[config.mk]
export PLATFORM = sky130hd
export DESIGN_NAME = eipc_ctrl
export DESIGN_NICKNAME = d
export VERILOG_FILES = /design/src/eipc_pkg.sv /design/src/eipc_ctrl.sv
export VERILOG_INCLUDE_DIRS = /design/src /design/src/src
export SDC_FILE = /design/constraint.sdc
export NUM_CORES = 1
export LEC_CHECK = 0
export BUFFER_PORTS_ARGS = -buffer_cell sky130_fd_sc_hd__buf_2
export CAP_MARGIN = 20
export CORE_MARGIN = 10
export CORE_UTILIZATION = 48
export CTS_CLUSTER_SIZE = 28
export DETAILED_ROUTE_END_ITERATION = 6
export GPL_ROUTABILITY_DRIVEN = 0
export PLACE_DENSITY = 0.8
export SLEW_MARGIN = 20
export SYNTH_ARGS = -nofsm -noshare
export SYNTH_HDL_FRONTEND = slang
export SYNTH_SLANG_ARGS = --single-unit
[constraint.sdc]
create_clock -name clk_i -period 2.9 [get_ports clk_i]
set_input_delay 0.29 -clock clk_i [delete_from_list [all_inputs] [get_ports clk_i]]
set_output_delay 0.29 -clock clk_i [all_outputs]
set_load 0.01 [all_outputs]
[src/eipc_map.svh]
// Purpose: Register offsets, field positions and reset values of the edge/priority block
// Assumes: Wishbone word addresses, 8-bit registers in the low byte
// Notes: Definitions only
`ifndef EIPC_MAP_SVH
`define EIPC_MAP_SVH
`define EIPC_ADR_CTRL2 8'h00
`define EIPC_ADR_CTRL3 8'h04
`define EIPC_ADR_SRC 8'h08
`define EIPC_ADR_STS 8'h0c
`define EIPC_ADR_MSK 8'h10
`define EIPC_ADR_SVC 8'h14
`define EIPC_RST_CTRL2 8'hf5
`define EIPC_RST_CTRL3 8'hc0
`define EIPC_RST_SRC 8'h00
`define EIPC_WMASK_CTRL2 8'hf5
`define EIPC_WMASK_CTRL3 8'hdb
`define EIPC_C2_PULLUP 7
`define EIPC_C2_EDG0 6
`define EIPC_C2_EDG1 5
`define EIPC_C2_EDG2 4
`define EIPC_C2_TMR0_PRIO 2
`define EIPC_C2_PORT_PRIO 0
`define EIPC_C3_IRQ2_PRIO 7
`define EIPC_C3_IRQ1_PRIO 6
`define EIPC_C3_IRQ2_EN 4
`define EIPC_C3_IRQ1_EN 3
`define EIPC_C3_IRQ2_FLAG 1
`define EIPC_C3_IRQ1_FLAG 0
`define EIPC_SRC_GLOB_HIGH 7
`define EIPC_SRC_GLOB_LOW 6
`define EIPC_SRC_TMR0_EN 5
`define EIPC_SRC_IRQ0_EN 4
`define EIPC_SRC_PORT_EN 3
`define EIPC_SRC_TMR0_FLAG 2
`define EIPC_SRC_IRQ0_FLAG 1
`define EIPC_SRC_PORT_FLAG 0
`define EIPC_EV_IRQ0 0
`define EIPC_EV_IRQ1 1
`define EIPC_EV_IRQ2 2
`define EIPC_EV_TMR0 3
`define EIPC_EV_PORT 4
`define EIPC_VEC_HIGH 24'h000008
`define EIPC_VEC_LOW 24'h000018
`define EIPC_VEC_NONE 24'h000000
`endif

[src/eipc_pkg.sv]
// Purpose: Types shared by the edge/priority block
// Assumes: Used together with eipc_map.svh
// Notes: Service state tracks nesting of high over low
package eipc_pkg;
    typedef enum logic [1:0] {
        EIPC_IDLE,
        EIPC_LOW,
        EIPC_HIGH,
        EIPC_HIGH_OVER_LOW
    } eipc_svc_t;

    typedef struct packed {
        logic [7:0] ctrl2;
        logic [7:0] ctrl3;
        logic [7:0] src;
        logic [4:0] sts;
        logic [4:0] msk;
        logic [2:0] line_prev;
        logic armed;
        eipc_svc_t svc;
        logic [23:0] vec;
        logic ack;
        logic [31:0] dat;
        logic irq;
        logic req_high;
        logic req_low;
    } eipc_state_t;
endpackage

[src/eipc_ctrl.sv]
// Purpose: External edge interrupts, priority selection and vectoring, Wishbone registers
// Assumes: Pins and core strobes synchronous to clk_i
// Notes: 8-bit registers sit in the low byte of each 32-bit word
// Notes on behaviour
// - Edge select 0 picks rising (1) or falling (0) edges on external line zero.
// - Edge select 1 picks rising (1) or falling (0) edges on external line one.
// - Edge select 2 picks rising (1) or falling (0) edges on external line two.
// - Bit 0 of control two sends the port-change source to high priority when set.
// - Every flag is set by its event whatever its enable or the global enables.
// - A taken interrupt loads the high or low vector according to the source priority.
// - High requests preempt a low routine; low requests wait during a high routine.
`timescale 1ns/1ns
`include "eipc_map.svh"
`default_nettype none

module eipc_ctrl
    import eipc_pkg::*;
(
    input wire logic clk_i,
    input wire logic rst_i,
    input wire logic wb_cyc_i,
    input wire logic wb_stb_i,
    input wire logic wb_we_i,
    input wire logic [7:0] wb_adr_i,
    input wire logic [3:0] wb_sel_i,
    input wire logic [31:0] wb_dat_i,
    output logic [31:0] wb_dat_o,
    output logic wb_ack_o,
    input wire logic ext_irq_line_zero_i,
    input wire logic ext_irq_line_one_i,
    input wire logic ext_irq_line_two_i,
    input wire logic timer0_overflow_i,
    input wire logic port_change_i,
    input wire logic core_take_i,
    input wire logic core_return_i,
    output logic irq_high_req_o,
    output logic irq_low_req_o,
    output logic [23:0] vector_o,
    output logic port_b_pullup_disable_o,
    output logic irq_o
);

    eipc_state_t st_ff;
    eipc_state_t nxt_st;

    // Edge hit on one line: sel high means rising
    function automatic logic edge_hit(input logic cur, input logic prev, input logic sel);
        edge_hit = sel ? (cur & ~prev) : (~cur & prev);
    endfunction

    // Sticky flag: an event in the cycle of a clear still wins
    function automatic logic flag_next(input logic cur, input logic wr,
                                       input logic val, input logic ev);
        flag_next = (wr ? val : cur) | ev;
    endfunction

    logic [2:0] lines;
    logic [4:0] ev;
    logic [4:0] en;
    logic [4:0] prio;
    logic [4:0] flg;
    logic bus_req;
    logic wr_now;
    logic wr_c2;
    logic wr_c3;
    logic wr_src;
    logic wr_sts;
    logic wr_msk;
    logic pend_high;
    logic pend_low;
    logic [7:0] rd;

    assign lines = {ext_irq_line_two_i, ext_irq_line_one_i, ext_irq_line_zero_i};

    always_comb begin
        bus_req = wb_cyc_i & wb_stb_i;
        // Write lands on the edge where the master sees ack
        wr_now = bus_req & wb_we_i & st_ff.ack & wb_sel_i[0];
        wr_c2 = 1'b0;
        wr_c3 = 1'b0;
        wr_src = 1'b0;
        wr_sts = 1'b0;
        wr_msk = 1'b0;
        if (wb_adr_i == `EIPC_ADR_CTRL2) begin
            wr_c2 = wr_now;
        end else if (wb_adr_i == `EIPC_ADR_CTRL3) begin
            wr_c3 = wr_now;
        end else if (wb_adr_i == `EIPC_ADR_SRC) begin
            wr_src = wr_now;
        end else if (wb_adr_i == `EIPC_ADR_STS) begin
            wr_sts = wr_now;
        end else if (wb_adr_i == `EIPC_ADR_MSK) begin
            wr_msk = wr_now;
        end

        // No external line edge is detected in the first cycle after reset: no prior level yet
        ev = 5'h00;
        ev[`EIPC_EV_IRQ0] = st_ff.armed & edge_hit(lines[0], st_ff.line_prev[0],
                            st_ff.ctrl2[`EIPC_C2_EDG0]);
        ev[`EIPC_EV_IRQ1] = st_ff.armed & edge_hit(lines[1], st_ff.line_prev[1],
                            st_ff.ctrl2[`EIPC_C2_EDG1]);
        ev[`EIPC_EV_IRQ2] = st_ff.armed & edge_hit(lines[2], st_ff.line_prev[2],
                            st_ff.ctrl2[`EIPC_C2_EDG2]);
        ev[`EIPC_EV_TMR0] = timer0_overflow_i;
        ev[`EIPC_EV_PORT] = port_change_i;

        en = 5'h00;
        en[`EIPC_EV_IRQ0] = st_ff.src[`EIPC_SRC_IRQ0_EN];
        en[`EIPC_EV_IRQ1] = st_ff.ctrl3[`EIPC_C3_IRQ1_EN];
        en[`EIPC_EV_IRQ2] = st_ff.ctrl3[`EIPC_C3_IRQ2_EN];
        en[`EIPC_EV_TMR0] = st_ff.src[`EIPC_SRC_TMR0_EN];
        en[`EIPC_EV_PORT] = st_ff.src[`EIPC_SRC_PORT_EN];

        // Line zero has no priority bit and is always high
        prio = 5'h00;
        prio[`EIPC_EV_IRQ0] = 1'b1;
        prio[`EIPC_EV_IRQ1] = st_ff.ctrl3[`EIPC_C3_IRQ1_PRIO];
        prio[`EIPC_EV_IRQ2] = st_ff.ctrl3[`EIPC_C3_IRQ2_PRIO];
        prio[`EIPC_EV_TMR0] = st_ff.ctrl2[`EIPC_C2_TMR0_PRIO];
        prio[`EIPC_EV_PORT] = st_ff.ctrl2[`EIPC_C2_PORT_PRIO];

        flg = 5'h00;
        flg[`EIPC_EV_IRQ0] = st_ff.src[`EIPC_SRC_IRQ0_FLAG];
        flg[`EIPC_EV_IRQ1] = st_ff.ctrl3[`EIPC_C3_IRQ1_FLAG];
        flg[`EIPC_EV_IRQ2] = st_ff.ctrl3[`EIPC_C3_IRQ2_FLAG];
        flg[`EIPC_EV_TMR0] = st_ff.src[`EIPC_SRC_TMR0_FLAG];
        flg[`EIPC_EV_PORT] = st_ff.src[`EIPC_SRC_PORT_FLAG];

        // A flag already set when its enable rises requests at once
        pend_high = st_ff.src[`EIPC_SRC_GLOB_HIGH] & (|(flg & en & prio));
        // Low requests are held back while any routine, high or low, runs
        pend_low = st_ff.src[`EIPC_SRC_GLOB_LOW] & (|(flg & en & ~prio))
                   & (st_ff.svc == EIPC_IDLE);

        rd = 8'h00;
        if (wb_adr_i == `EIPC_ADR_CTRL2) begin
            rd = st_ff.ctrl2;
        end else if (wb_adr_i == `EIPC_ADR_CTRL3) begin
            rd = st_ff.ctrl3;
        end else if (wb_adr_i == `EIPC_ADR_SRC) begin
            rd = st_ff.src;
        end else if (wb_adr_i == `EIPC_ADR_STS) begin
            rd = {3'h0, st_ff.sts};
        end else if (wb_adr_i == `EIPC_ADR_MSK) begin
            rd = {3'h0, st_ff.msk};
        end else if (wb_adr_i == `EIPC_ADR_SVC) begin
            rd = {6'h00, st_ff.svc};
        end
    end

    always_comb begin
        nxt_st = st_ff;
        nxt_st.line_prev = lines;
        nxt_st.armed = 1'b1;

        // Classic slave: ack one cycle after the request, dropped the cycle after
        nxt_st.ack = bus_req & ~st_ff.ack;
        if (bus_req & ~st_ff.ack) begin
            nxt_st.dat = {24'h000000, rd};
        end

        if (wr_c2) begin
            nxt_st.ctrl2 = wb_dat_i[7:0] & `EIPC_WMASK_CTRL2;
        end

        // Enables and priorities of control three follow the write; flags below
        if (wr_c3) begin
            nxt_st.ctrl3 = (wb_dat_i[7:0] & `EIPC_WMASK_CTRL3);
        end
        nxt_st.ctrl3[`EIPC_C3_IRQ1_FLAG] = flag_next(st_ff.ctrl3[`EIPC_C3_IRQ1_FLAG], wr_c3,
            wb_dat_i[`EIPC_C3_IRQ1_FLAG], ev[`EIPC_EV_IRQ1]);
        nxt_st.ctrl3[`EIPC_C3_IRQ2_FLAG] = flag_next(st_ff.ctrl3[`EIPC_C3_IRQ2_FLAG], wr_c3,
            wb_dat_i[`EIPC_C3_IRQ2_FLAG], ev[`EIPC_EV_IRQ2]);

        if (wr_src) begin
            nxt_st.src = wb_dat_i[7:0];
        end
        nxt_st.src[`EIPC_SRC_IRQ0_FLAG] = flag_next(st_ff.src[`EIPC_SRC_IRQ0_FLAG], wr_src,
            wb_dat_i[`EIPC_SRC_IRQ0_FLAG], ev[`EIPC_EV_IRQ0]);
        nxt_st.src[`EIPC_SRC_TMR0_FLAG] = flag_next(st_ff.src[`EIPC_SRC_TMR0_FLAG], wr_src,
            wb_dat_i[`EIPC_SRC_TMR0_FLAG], ev[`EIPC_EV_TMR0]);
        nxt_st.src[`EIPC_SRC_PORT_FLAG] = flag_next(st_ff.src[`EIPC_SRC_PORT_FLAG], wr_src,
            wb_dat_i[`EIPC_SRC_PORT_FLAG], ev[`EIPC_EV_PORT]);

        // Status is write-one-to-clear, events win over the clear
        nxt_st.sts = (st_ff.sts & ~(wr_sts ? wb_dat_i[4:0] : 5'h00)) | ev;
        if (wr_msk) begin
            nxt_st.msk = wb_dat_i[4:0];
        end
        nxt_st.irq = |(nxt_st.sts & nxt_st.msk);

        // Vector is loaded on the take strobe, high first
        case (st_ff.svc)
            EIPC_IDLE: begin
                if (core_take_i & pend_high) begin
                    nxt_st.svc = EIPC_HIGH;
                    nxt_st.vec = `EIPC_VEC_HIGH;
                end else if (core_take_i & pend_low) begin
                    nxt_st.svc = EIPC_LOW;
                    nxt_st.vec = `EIPC_VEC_LOW;
                end
            end
            EIPC_LOW: begin
                if (core_take_i & pend_high) begin
                    nxt_st.svc = EIPC_HIGH_OVER_LOW;
                    nxt_st.vec = `EIPC_VEC_HIGH;
                end else if (core_return_i) begin
                    nxt_st.svc = EIPC_IDLE;
                end
            end
            EIPC_HIGH: begin
                if (core_return_i) begin
                    nxt_st.svc = EIPC_IDLE;
                end
            end
            default: begin
                if (core_return_i) begin
                    nxt_st.svc = EIPC_LOW;
                end
            end
        endcase

        // Requests only while nothing of equal or higher rank is in service
        nxt_st.req_high = pend_high & (nxt_st.svc != EIPC_HIGH)
                          & (nxt_st.svc != EIPC_HIGH_OVER_LOW);
        nxt_st.req_low = pend_low & (nxt_st.svc == EIPC_IDLE);
    end

    always_ff @(posedge clk_i) begin
        if (rst_i) begin
            st_ff.ctrl2 <= `EIPC_RST_CTRL2;
            st_ff.ctrl3 <= `EIPC_RST_CTRL3;
            st_ff.src <= `EIPC_RST_SRC;
            st_ff.sts <= 5'h00;
            st_ff.msk <= 5'h00;
            st_ff.line_prev <= 3'h0;
            st_ff.armed <= 1'b0;
            st_ff.svc <= EIPC_IDLE;
            st_ff.vec <= `EIPC_VEC_NONE;
            st_ff.ack <= 1'b0;
            st_ff.dat <= 32'h00000000;
            st_ff.irq <= 1'b0;
            st_ff.req_high <= 1'b0;
            st_ff.req_low <= 1'b0;
        end else begin
            st_ff <= nxt_st;
        end
    end

    assign wb_dat_o = st_ff.dat;
    assign wb_ack_o = st_ff.ack;
    assign irq_high_req_o = st_ff.req_high;
    assign irq_low_req_o = st_ff.req_low;
    assign vector_o = st_ff.vec;
    assign port_b_pullup_disable_o = st_ff.ctrl2[`EIPC_C2_PULLUP];
    assign irq_o = st_ff.irq;

endmodule

`default_nettype wire

Word-level counts from Yosys, hierarchy flattened
Index checks and enable logic that the tools add are counted.
{"block": "totals", "ff_bits": 72, "input_bits": 56, "word_cells": 118}
{"block": "op_classes", "n_eq_ne": 11, "mux": 41, "bitwise": 42, "reduce_logical": 8}
{"operator": "$mux W63", "n": 1}
{"operator": "$mux W26", "n": 2}
{"operator": "$pmux W24 S2", "n": 1}
{"operator": "$mux W8", "n": 4}
{"operator": "$and A5 B5 Y5", "n": 5}
{"operator": "$mux W24", "n": 1}
{"operator": "$mux W1", "n": 23}
{"operator": "$and A1 B1 Y1", "n": 22}
{"operator": "$mux W5", "n": 4}
{"operator": "$eq A8 B4 Y1 const B", "n": 2}
{"operator": "$eq A8 B5 Y1 const B", "n": 2}
{"operator": "$reduce_or A5 Y1", "n": 3}
{"operator": "$not A5 Y5", "n": 2}
{"operator": "$eq A8 B3 Y1 const B", "n": 1}
{"operator": "$logic_not A8 Y1", "n": 1}
{"operator": "$mux W2", "n": 4}
{"operator": "$not A1 Y1", "n": 7}
{"operator": "$ne A2 B2 Y1 const B", "n": 3}
{"operator": "$pmux W2 S3", "n": 1}
{"operator": "$or A1 B1 Y1", "n": 5}
{"operator": "$or A5 B5 Y5", "n": 1}
{"operator": "$logic_not A2 Y1", "n": 2}
{"operator": "$ne A3 B1 Y1 const B", "n": 1}
{"operator": "$reduce_and A3 Y1", "n": 1}
{"operator": "3 further kinds", "n": 3}

Depth between registers and ports, before layout
Gate-level depths: netlist (run 1).
{"block": "depth", "word_depth": 15, "ltp_mapped": 6, "ltp_nobuf": 5}

Least setup slack after synthesis (run 1)
Ideal clock, no wire load.
{"block": "synth_path", "path_kind": "input-to-reg", "start": "in wb_adr_i[2]", "end": "reg st_ff, in the netlist irq_o", "setup_ps": 138, "arrival_ps": 2076, "t_required_ps": 2762, "setup_slack_ps": 685, "cell_stages": 6, "n_path_buf": 1, "path_cell_list": "or4_1 -> or4_1 -> buf_2 -> mux2_4 -> a22oi_1 -> a41oi_1"}
{"block": "synth_between", "elab_chain_len": 11, "elab_cells_between_ends": 21, "cone_classes": "4 x eq/ne; 11 x mux; 4 x bitwise; 2 x reduce/logical"}
{"element": "start: declaration", "line": "eipc_ctrl.sv:24", "source": "input wire logic [7:0] wb_adr_i,"}
{"element": "$eq A8 B4 Y1 (no line)"}
{"element": "$mux W1", "line": "eipc_ctrl.sv:90", "source": "end else if (wb_adr_i == `EIPC_ADR_STS) begin"}
{"element": "$mux W1", "line": "eipc_ctrl.sv:88", "source": "end else if (wb_adr_i == `EIPC_ADR_SRC) begin"}
{"element": "$mux W1", "line": "eipc_ctrl.sv:86", "source": "end else if (wb_adr_i == `EIPC_ADR_CTRL3) begin"}
{"element": "$mux W1", "line": "eipc_ctrl.sv:84", "source": "if (wb_adr_i == `EIPC_ADR_CTRL2) begin"}
{"element": "$mux W5", "line": "eipc_ctrl.sv:186", "source": "nxt_st.sts = (st_ff.sts & ~(wr_sts ? wb_dat_i[4:0] : 5'h00)) | ev;"}
{"element": "$not A5 Y5", "line": "eipc_ctrl.sv:186"}
{"element": "$and A5 B5 Y5", "line": "eipc_ctrl.sv:186"}
{"element": "$or A5 B5 Y5", "line": "eipc_ctrl.sv:186"}
{"element": "$and A5 B5 Y5 (*)", "line": "eipc_ctrl.sv:190", "source": "nxt_st.irq = |(nxt_st.sts & nxt_st.msk);"}
{"element": "$reduce_or A5 Y1 (*)", "line": "eipc_ctrl.sv:190"}
{"element": "end signal: assignment", "line": "eipc_ctrl.sv:246", "source": "st_ff <= nxt_st;"}
{"element": "end: declaration", "line": "eipc_ctrl.sv:43", "source": "eipc_state_t st_ff;"}
Mark *: on every way between the ends. The rest lies on a longest branch, timed or not.
A chain may end at the register's enable or synchronous reset.

Worst setup path in the final report (run 1)
{"block": "layout_path", "start": "reg st_ff, in the netlist wb_ack_o", "end": "reg st_ff, in the netlist irq_o"}
{"block": "layout_between", "elab_chain_len": 12, "elab_cells_between_ends": 18, "cone_classes": "11 x mux; 6 x bitwise; 1 x reduce/logical"}
{"element": "$and A1 B1 Y1 (*) (2 in series)", "line": "eipc_ctrl.sv:78", "source": "wr_now = bus_req & wb_we_i & st_ff.ack & wb_sel_i[0];"}
{"element": "$mux W1", "line": "eipc_ctrl.sv:90"}
{"element": "$mux W1", "line": "eipc_ctrl.sv:88"}
{"element": "$mux W1", "line": "eipc_ctrl.sv:86"}
{"element": "$mux W1", "line": "eipc_ctrl.sv:84"}
{"element": "$mux W5", "line": "eipc_ctrl.sv:186"}
{"element": "$not A5 Y5", "line": "eipc_ctrl.sv:186"}
{"element": "$and A5 B5 Y5", "line": "eipc_ctrl.sv:186"}
{"element": "$or A5 B5 Y5", "line": "eipc_ctrl.sv:186"}
{"element": "$and A5 B5 Y5 (*)", "line": "eipc_ctrl.sv:190"}
{"element": "$reduce_or A5 Y1 (*)", "line": "eipc_ctrl.sv:190"}
Marked as above.

==> flow_summary.toml, run 1 <==
[finish]
diodes = 0
nFillCells = 539
final_util_pct = 53.7
multi_input_area_um2 = 1460
layoutNonFillerInstCount = 426
nNetsFinal = 409
final_cell_mix = "dfxtp_1, conb_1, buf_2"
mostFrequentLayoutCell = "dfxtp_1"
syn_to_final_growth_pct = 7.21
drive_above_1_share_pct = 19.5
register_area_um2 = 1000

[setup_path]
rr_worst_depth = 5
worstPathArrival_ns = 2.42
worstSetupEndpointType = "flip-flop"
crit_type = "flip-flop to flip-flop"
cp_slowest_cell = "or4_1"
ff2ff_setup_slack_ns = 0.64
worstReg2RegStart = "wb_ack_o"
worstReg2RegEnd = "irq_o"
crit_chain = "nand3_1 > or4_1 > mux2_1 > a22oi_1 > a41oi_1"
slowest_delay_ns = 0.76
critPathMaxFanout = 6
cp.required_ns = 3.06
start_kind = "flip-flop"

[clock_tree]
ctsHoldBuffers = 0
cts_setup_buffers = 0
cts_tree = "built"
htree_levels = 2
cts-root-buf = "clkbuf_8"
cts_buffers = 5
clk_latency_ns = 0.30
cts_buffer_depth = 2
cts_resized = 0
clk_pin_slew_ns = 0.09
cts_num_sinks = 50

[floorplan]
core_um2 = 5570
start_util_pct = 50.1
die_width_um = 96.3
die_area_um2 = 9270
ios = 117
die_y_um = 96.3
fp-row-count = 27

[sta]
layout_setup_ws_ns = 0.640
relSlewSlack_pct = 52.8
post-route-min-period_ns = 2.26
hold_viol_final = 0
fin_setup_tns_ns = 0
rsz0062_at_grt = "false"
finalCritPeriodShare_pct = 77.9
setup_viol = 0
drv_slew = 0
worst_pin_slew_ns = 0.705
max_freq_mhz = 443
clock_skew_ns = 0.0106

[global_routing]
grt_max_degree = 35
antenna_found_initial = 0
grt_pass1_wl_mm = 10.6
grt_usage_pct = 14.3
grt_overflow = 0
grt_pass1_vias = 2175

[pwr]
p_comb_share_pct = 10.3
p_leak_nw = 1.30
ir_drop_v = 0.000317
power_w = 0.00146
p_switching_w = 0.000334
seq_power_share_pct = 49.2
cellInternalPower_w = 0.00112
swShare_pct = 23.0
power_density_nw_per_um2 = 486
power_frac_clock_pct = 40.5

[drt]
met1_length_mm = 2.57
drtAntennaViolNets = 0
vias_per_cell = 5.22
wirelength_mm = 6.75
post-route-drc-count = 0
wl_met3_um = 791
wl_met2_mm = 3.27
drt_iter0_markers = 123
dr_total_vias = 2225
wl_per_cell_um = 15.9
drtPass1Iterations = 4
routed.top_layer = "met4"

[yosys]
avgSynthCellArea_um2 = 8.75
async_flop_share_pct = 0
yosys_warnings = 0
synth_cell_types = 51
netlist_area_um2 = 2790
ys_ff_latch = 50
synth_edf_count = 0
yosysSeqAreaShare_pct = 35.8
synthFlopType = "dfxtp_1"
syn_inst = 319

[hold_path]
whs_endpoint = "st_ff[97]"
hp-class = "input port to flip-flop"
min_path_cells = 3
hold_start = "wb_dat_i[5]"

[place]
hpwl_mm = 5.31
placed_cells = 418
post-place-ws_ns = 0.323
io_buffers = 43

[run_status]
status = "complete, no violations"

[job]
cap_violations = 0
cell type report:
| class | instances | area share (%) |
|---|---|---|
| Timing Repair Buffer | 50 | 8.94 |
| Clock inverter | 2 | 2.01 |
| Multi-Input combinational cell | 238 | 48.9 |
| Inverter | 8 | 1.00 |
| Tap cell | 72 | 3.01 |
| Clock buffer | 6 | 2.76 |
| Sequential cell | 50 | 33.4 |
synth_stat cells (all sizes together), types with 6 or more instances:
master | count | area share (%)
nand3 | 7 | 1.3
nand2 | 17 | 2.3
clkbuf | 9 | 1.2
a21boi | 6 | 1.6
nand3b | 6 | 1.6
mux2 | 6 | 2.6
nor3 | 8 | 1.6
a21oi | 10 | 1.8
buf | 59 | 16
inv | 8 | 1.1
and2 | 7 | 1.6
dfxtp | 50 | 36
mux2i | 25 | 9.0
o21ai | 8 | 1.4
nor2 | 34 | 4.6
layer usage:
layer | vias up | GRT usage, %
li1 | 1091 | -
met1 | 1026 | 16.4
met2 | 95 | 24.6
met3 | 13 | 4.44
met4 | 0 | 4.79
met5 | - | 0
cells by family (layout without fill, tap and decap cells):
logic type | Yosys count | in the layout | synth area share, %
AOI/OAI and AO/OA | 51 | 51 | 12.7
buffers and inverters | 76 | 66 | 17.8
DFF | 50 | 50 | 35.8
muxes | 31 | 31 | 11.5
other | 1 | 46 | 0.134
and+or+nand+nor | 110 | 110 | 22.0
flip-flops by register name, summed over array words and instances, names as in the netlist, 2 cells and up:
| register | flops |
|---|---|
| prio | 4 |
| flg | 5 |
| en | 5 |
| vector_o | 2 |
| st_ff | 21 |
| wb_dat_o | 8 |
critical path: cells and delay by family (launching register included):
family / cells / cell delay, ns
muxes: 1 / 0.38
DFF: 1 / 0.38
AOI/OAI and AO/OA: 2 / 0.31
and+or+nand+nor: 2 / 1.06
per-stage QoR:
stage | cell area [um^2] | hold slack, ns
floorplan | 2960 | 0.414
global placement | 2850 | 0.440
detailed placement | 2850 | 0.446
CTS | 2990 | 0.202
global route | 2990 | 0.211
finish | 2990 | 0.212
how the worst max path moves through the flow:
stage,startpoint,depth (start not counted),to
global route,wb_ack_o,5,irq_o
global placement,wb_adr_i[3],6,irq_o
floorplan,wb_adr_i[2],6,irq_o
CTS,wb_ack_o,5,irq_o
finish,wb_ack_o,5,irq_o
detailed placement,wb_adr_i[3],6,irq_o
power groups by stage:
stage	clock network, W	logic, W	registers (W)
floorplan	0	0.000148	0.000727
global placement	0	0.000143	0.000731
detailed placement	0	0.000146	0.000732
CTS	0.000604	0.000147	0.000716
global route	0.000630	0.000167	0.000719
finish	0.000589	0.000150	0.000716
(Power assumes the default switching activity.)
==> inputs of run 2 (changes only) <==
clock period = 2.2 ns   (was 2.9 ns; I/O delays follow)
==> flow_summary.toml, run 2 (same netlist as run 1, synthesis figures left out) <==
[drt]
wl_met3_um = 725
dr_total_vias = 2276
met1_length_mm = 2.67
wirelength_mm = 6.84
post-route-drc-count = 0
drtAntennaViolNets = 0
wl_met2_mm = 3.35
routed.top_layer = "met4"
drtPass1Iterations = 4
wl_per_cell_um = 15.4
drt_iter0_markers = 156
vias_per_cell = 5.14

[clock_tree]
cts_resized = 0
ctsHoldBuffers = 0
htree_levels = 2
cts_buffer_depth = 2
cts-root-buf = "clkbuf_8"
clk_latency_ns = 0.31
cts_tree = "built"
cts_num_sinks = 50
cts_setup_buffers = 0
cts_buffers = 5
clk_pin_slew_ns = 0.09

[sta]
drv_slew = 0
max_freq_mhz = 488
rsz0062_at_grt = "false"
hold_viol_final = 0
setup_viol = 0
fin_setup_tns_ns = 0
clock_skew_ns = 0.00730
post-route-min-period_ns = 2.05
finalCritPeriodShare_pct = 93.1

[pwr]
p_leak_nw = 1.36
p_switching_w = 0.000468
swShare_pct = 27.0
ir_drop_v = 0.000297
power_frac_clock_pct = 33.3
seq_power_share_pct = 54.5
power_density_nw_per_um2 = 563
p_comb_share_pct = 12.2
cellInternalPower_w = 0.00127

[floorplan]
fp-row-count = 27
core_um2 = 5570
die_width_um = 96.3
ios = 117
start_util_pct = 50.1
die_area_um2 = 9270
die_y_um = 96.3

[global_routing]
grt_pass1_wl_mm = 10.4
antenna_found_initial = 0
grt_max_degree = 34
grt_usage_pct = 14.2
grt_overflow = 0
grt_pass1_vias = 2143

[job]
cap_violations = 0

[hold_path]
hp-class = "input port to flip-flop"
min_path_cells = 3
hold_start = "wb_dat_i[5]"
whs_endpoint = "st_ff[97]"

[setup_path]
worstSetupEndpointType = "flip-flop"
worstReg2RegEnd = "irq_o"
worstPathArrival_ns = 2.23
cp.required_ns = 2.39
cp_slowest_cell = "or4_1"
start_kind = "input port"
slowest_delay_ns = 0.64
worst-path-buf-inv = 2
path_delay_family = "simple AND/OR/NAND/NOR gates"
crit_top_cell = "or4_1"
crit_chain = "buf_2 > or4_1 > or4_1 > buf_4 > mux2_1 > o21ai_1 > a41oi_1"
crit_type = "input port to flip-flop"
ff2ff_setup_slack_ns = 0.20
worstReg2RegStart = "wb_ack_o"
rr_worst_depth = 6
critPathMaxFanout = 3

[finish]
drive_above_1_share_pct = 23.2
largest_reg_flops = 21
mostFrequentLayoutCell = "dfxtp_1"
top_register = "st_ff"
final_cell_mix = "dfxtp_1, conb_1, buf_2"
final_util_pct = 55.2
nFillCells = 533
nNetsFinal = 426
diodes = 0
stdcell_area_um2 = 3080
syn_to_final_growth_pct = 10.2

[run_status]
status = "complete, no violations"

[place]
hpwl_mm = 5.50
place_area_um2 = 2980
io_buffers = 43
==> run 2: cell count changes in the layout (fill, tap and decap cells not counted), sizes merged <==
cell | before | now
buf | 50 | 67
bufinv | 2 | 0
clkinvlp | 0 | 1
inv | 8 | 9
==> run 2: worst max path at each step <==
stage / end / start / depth (start not counted)
finish: irq_o / wb_adr_i[2] / 7
global route: flg[3] / wb_adr_i[4] / 9
CTS: irq_o / wb_adr_i[2] / 7
detailed placement: irq_o / wb_adr_i[2] / 7
global placement: irq_o / wb_adr_i[5] / 7
floorplan: irq_o / wb_adr_i[2] / 6
==> run 2: layout make-up <==
cell class / instances / area (um^2) / area share (%)
Sequential cell: 50 / 1000 / 32.5
Clock inverter: 2 / 16.3 / 0.528
Timing Repair Buffer: 67 / 395 / 12.8
Multi-Input combinational cell: 238 / 1460 / 47.5
Tap cell: 72 / 90.1 / 2.93
Clock buffer: 6 / 82.6 / 2.68
Inverter: 8 / 30.0 / 0.976
==> run 2: metrics by stage <==
stage | std cells | hold slack, ns | power (W) | worst slack (ns)
finish | 443 | 0.141 | 0.00173 | 0.151
global route | 443 | 0.153 | 0.00181 | 0.0916
CTS | 443 | 0.133 | 0.00174 | 0.160
detailed placement | 435 | 0.445 | 0.00117 | -0.172
global placement | 435 | 0.441 | 0.00117 | -0.155
floorplan | 364 | 0.344 | 0.00115 | 0.0554
==> run 2: worst min-delay path, delay by kind of cell <==
kind / cells / cell delay, ns
buffers and inverters: 1 / 0.09
muxes: 1 / 0.06
and+or+nand+nor: 1 / 0.06
==> run 2: per-layer routing <==
layer	global-route usage (%)	vias to the layer above
met2	24.2	89
met3	4.12	11
met5	0	-
met1	16.2	1048
li1	-	1128
met4	5.65	0
==> run 2: power by group through the flow <==
stage                     sequential (W)  clock [W]  combinational [W]
after floorplan                 0.000959          0           0.000195
after global placement          0.000963          0           0.000203
after detailed placement        0.000965          0           0.000208
after CTS                       0.000944   0.000590           0.000208
after global routing            0.000947   0.000626           0.000235
final                           0.000944   0.000577           0.000212
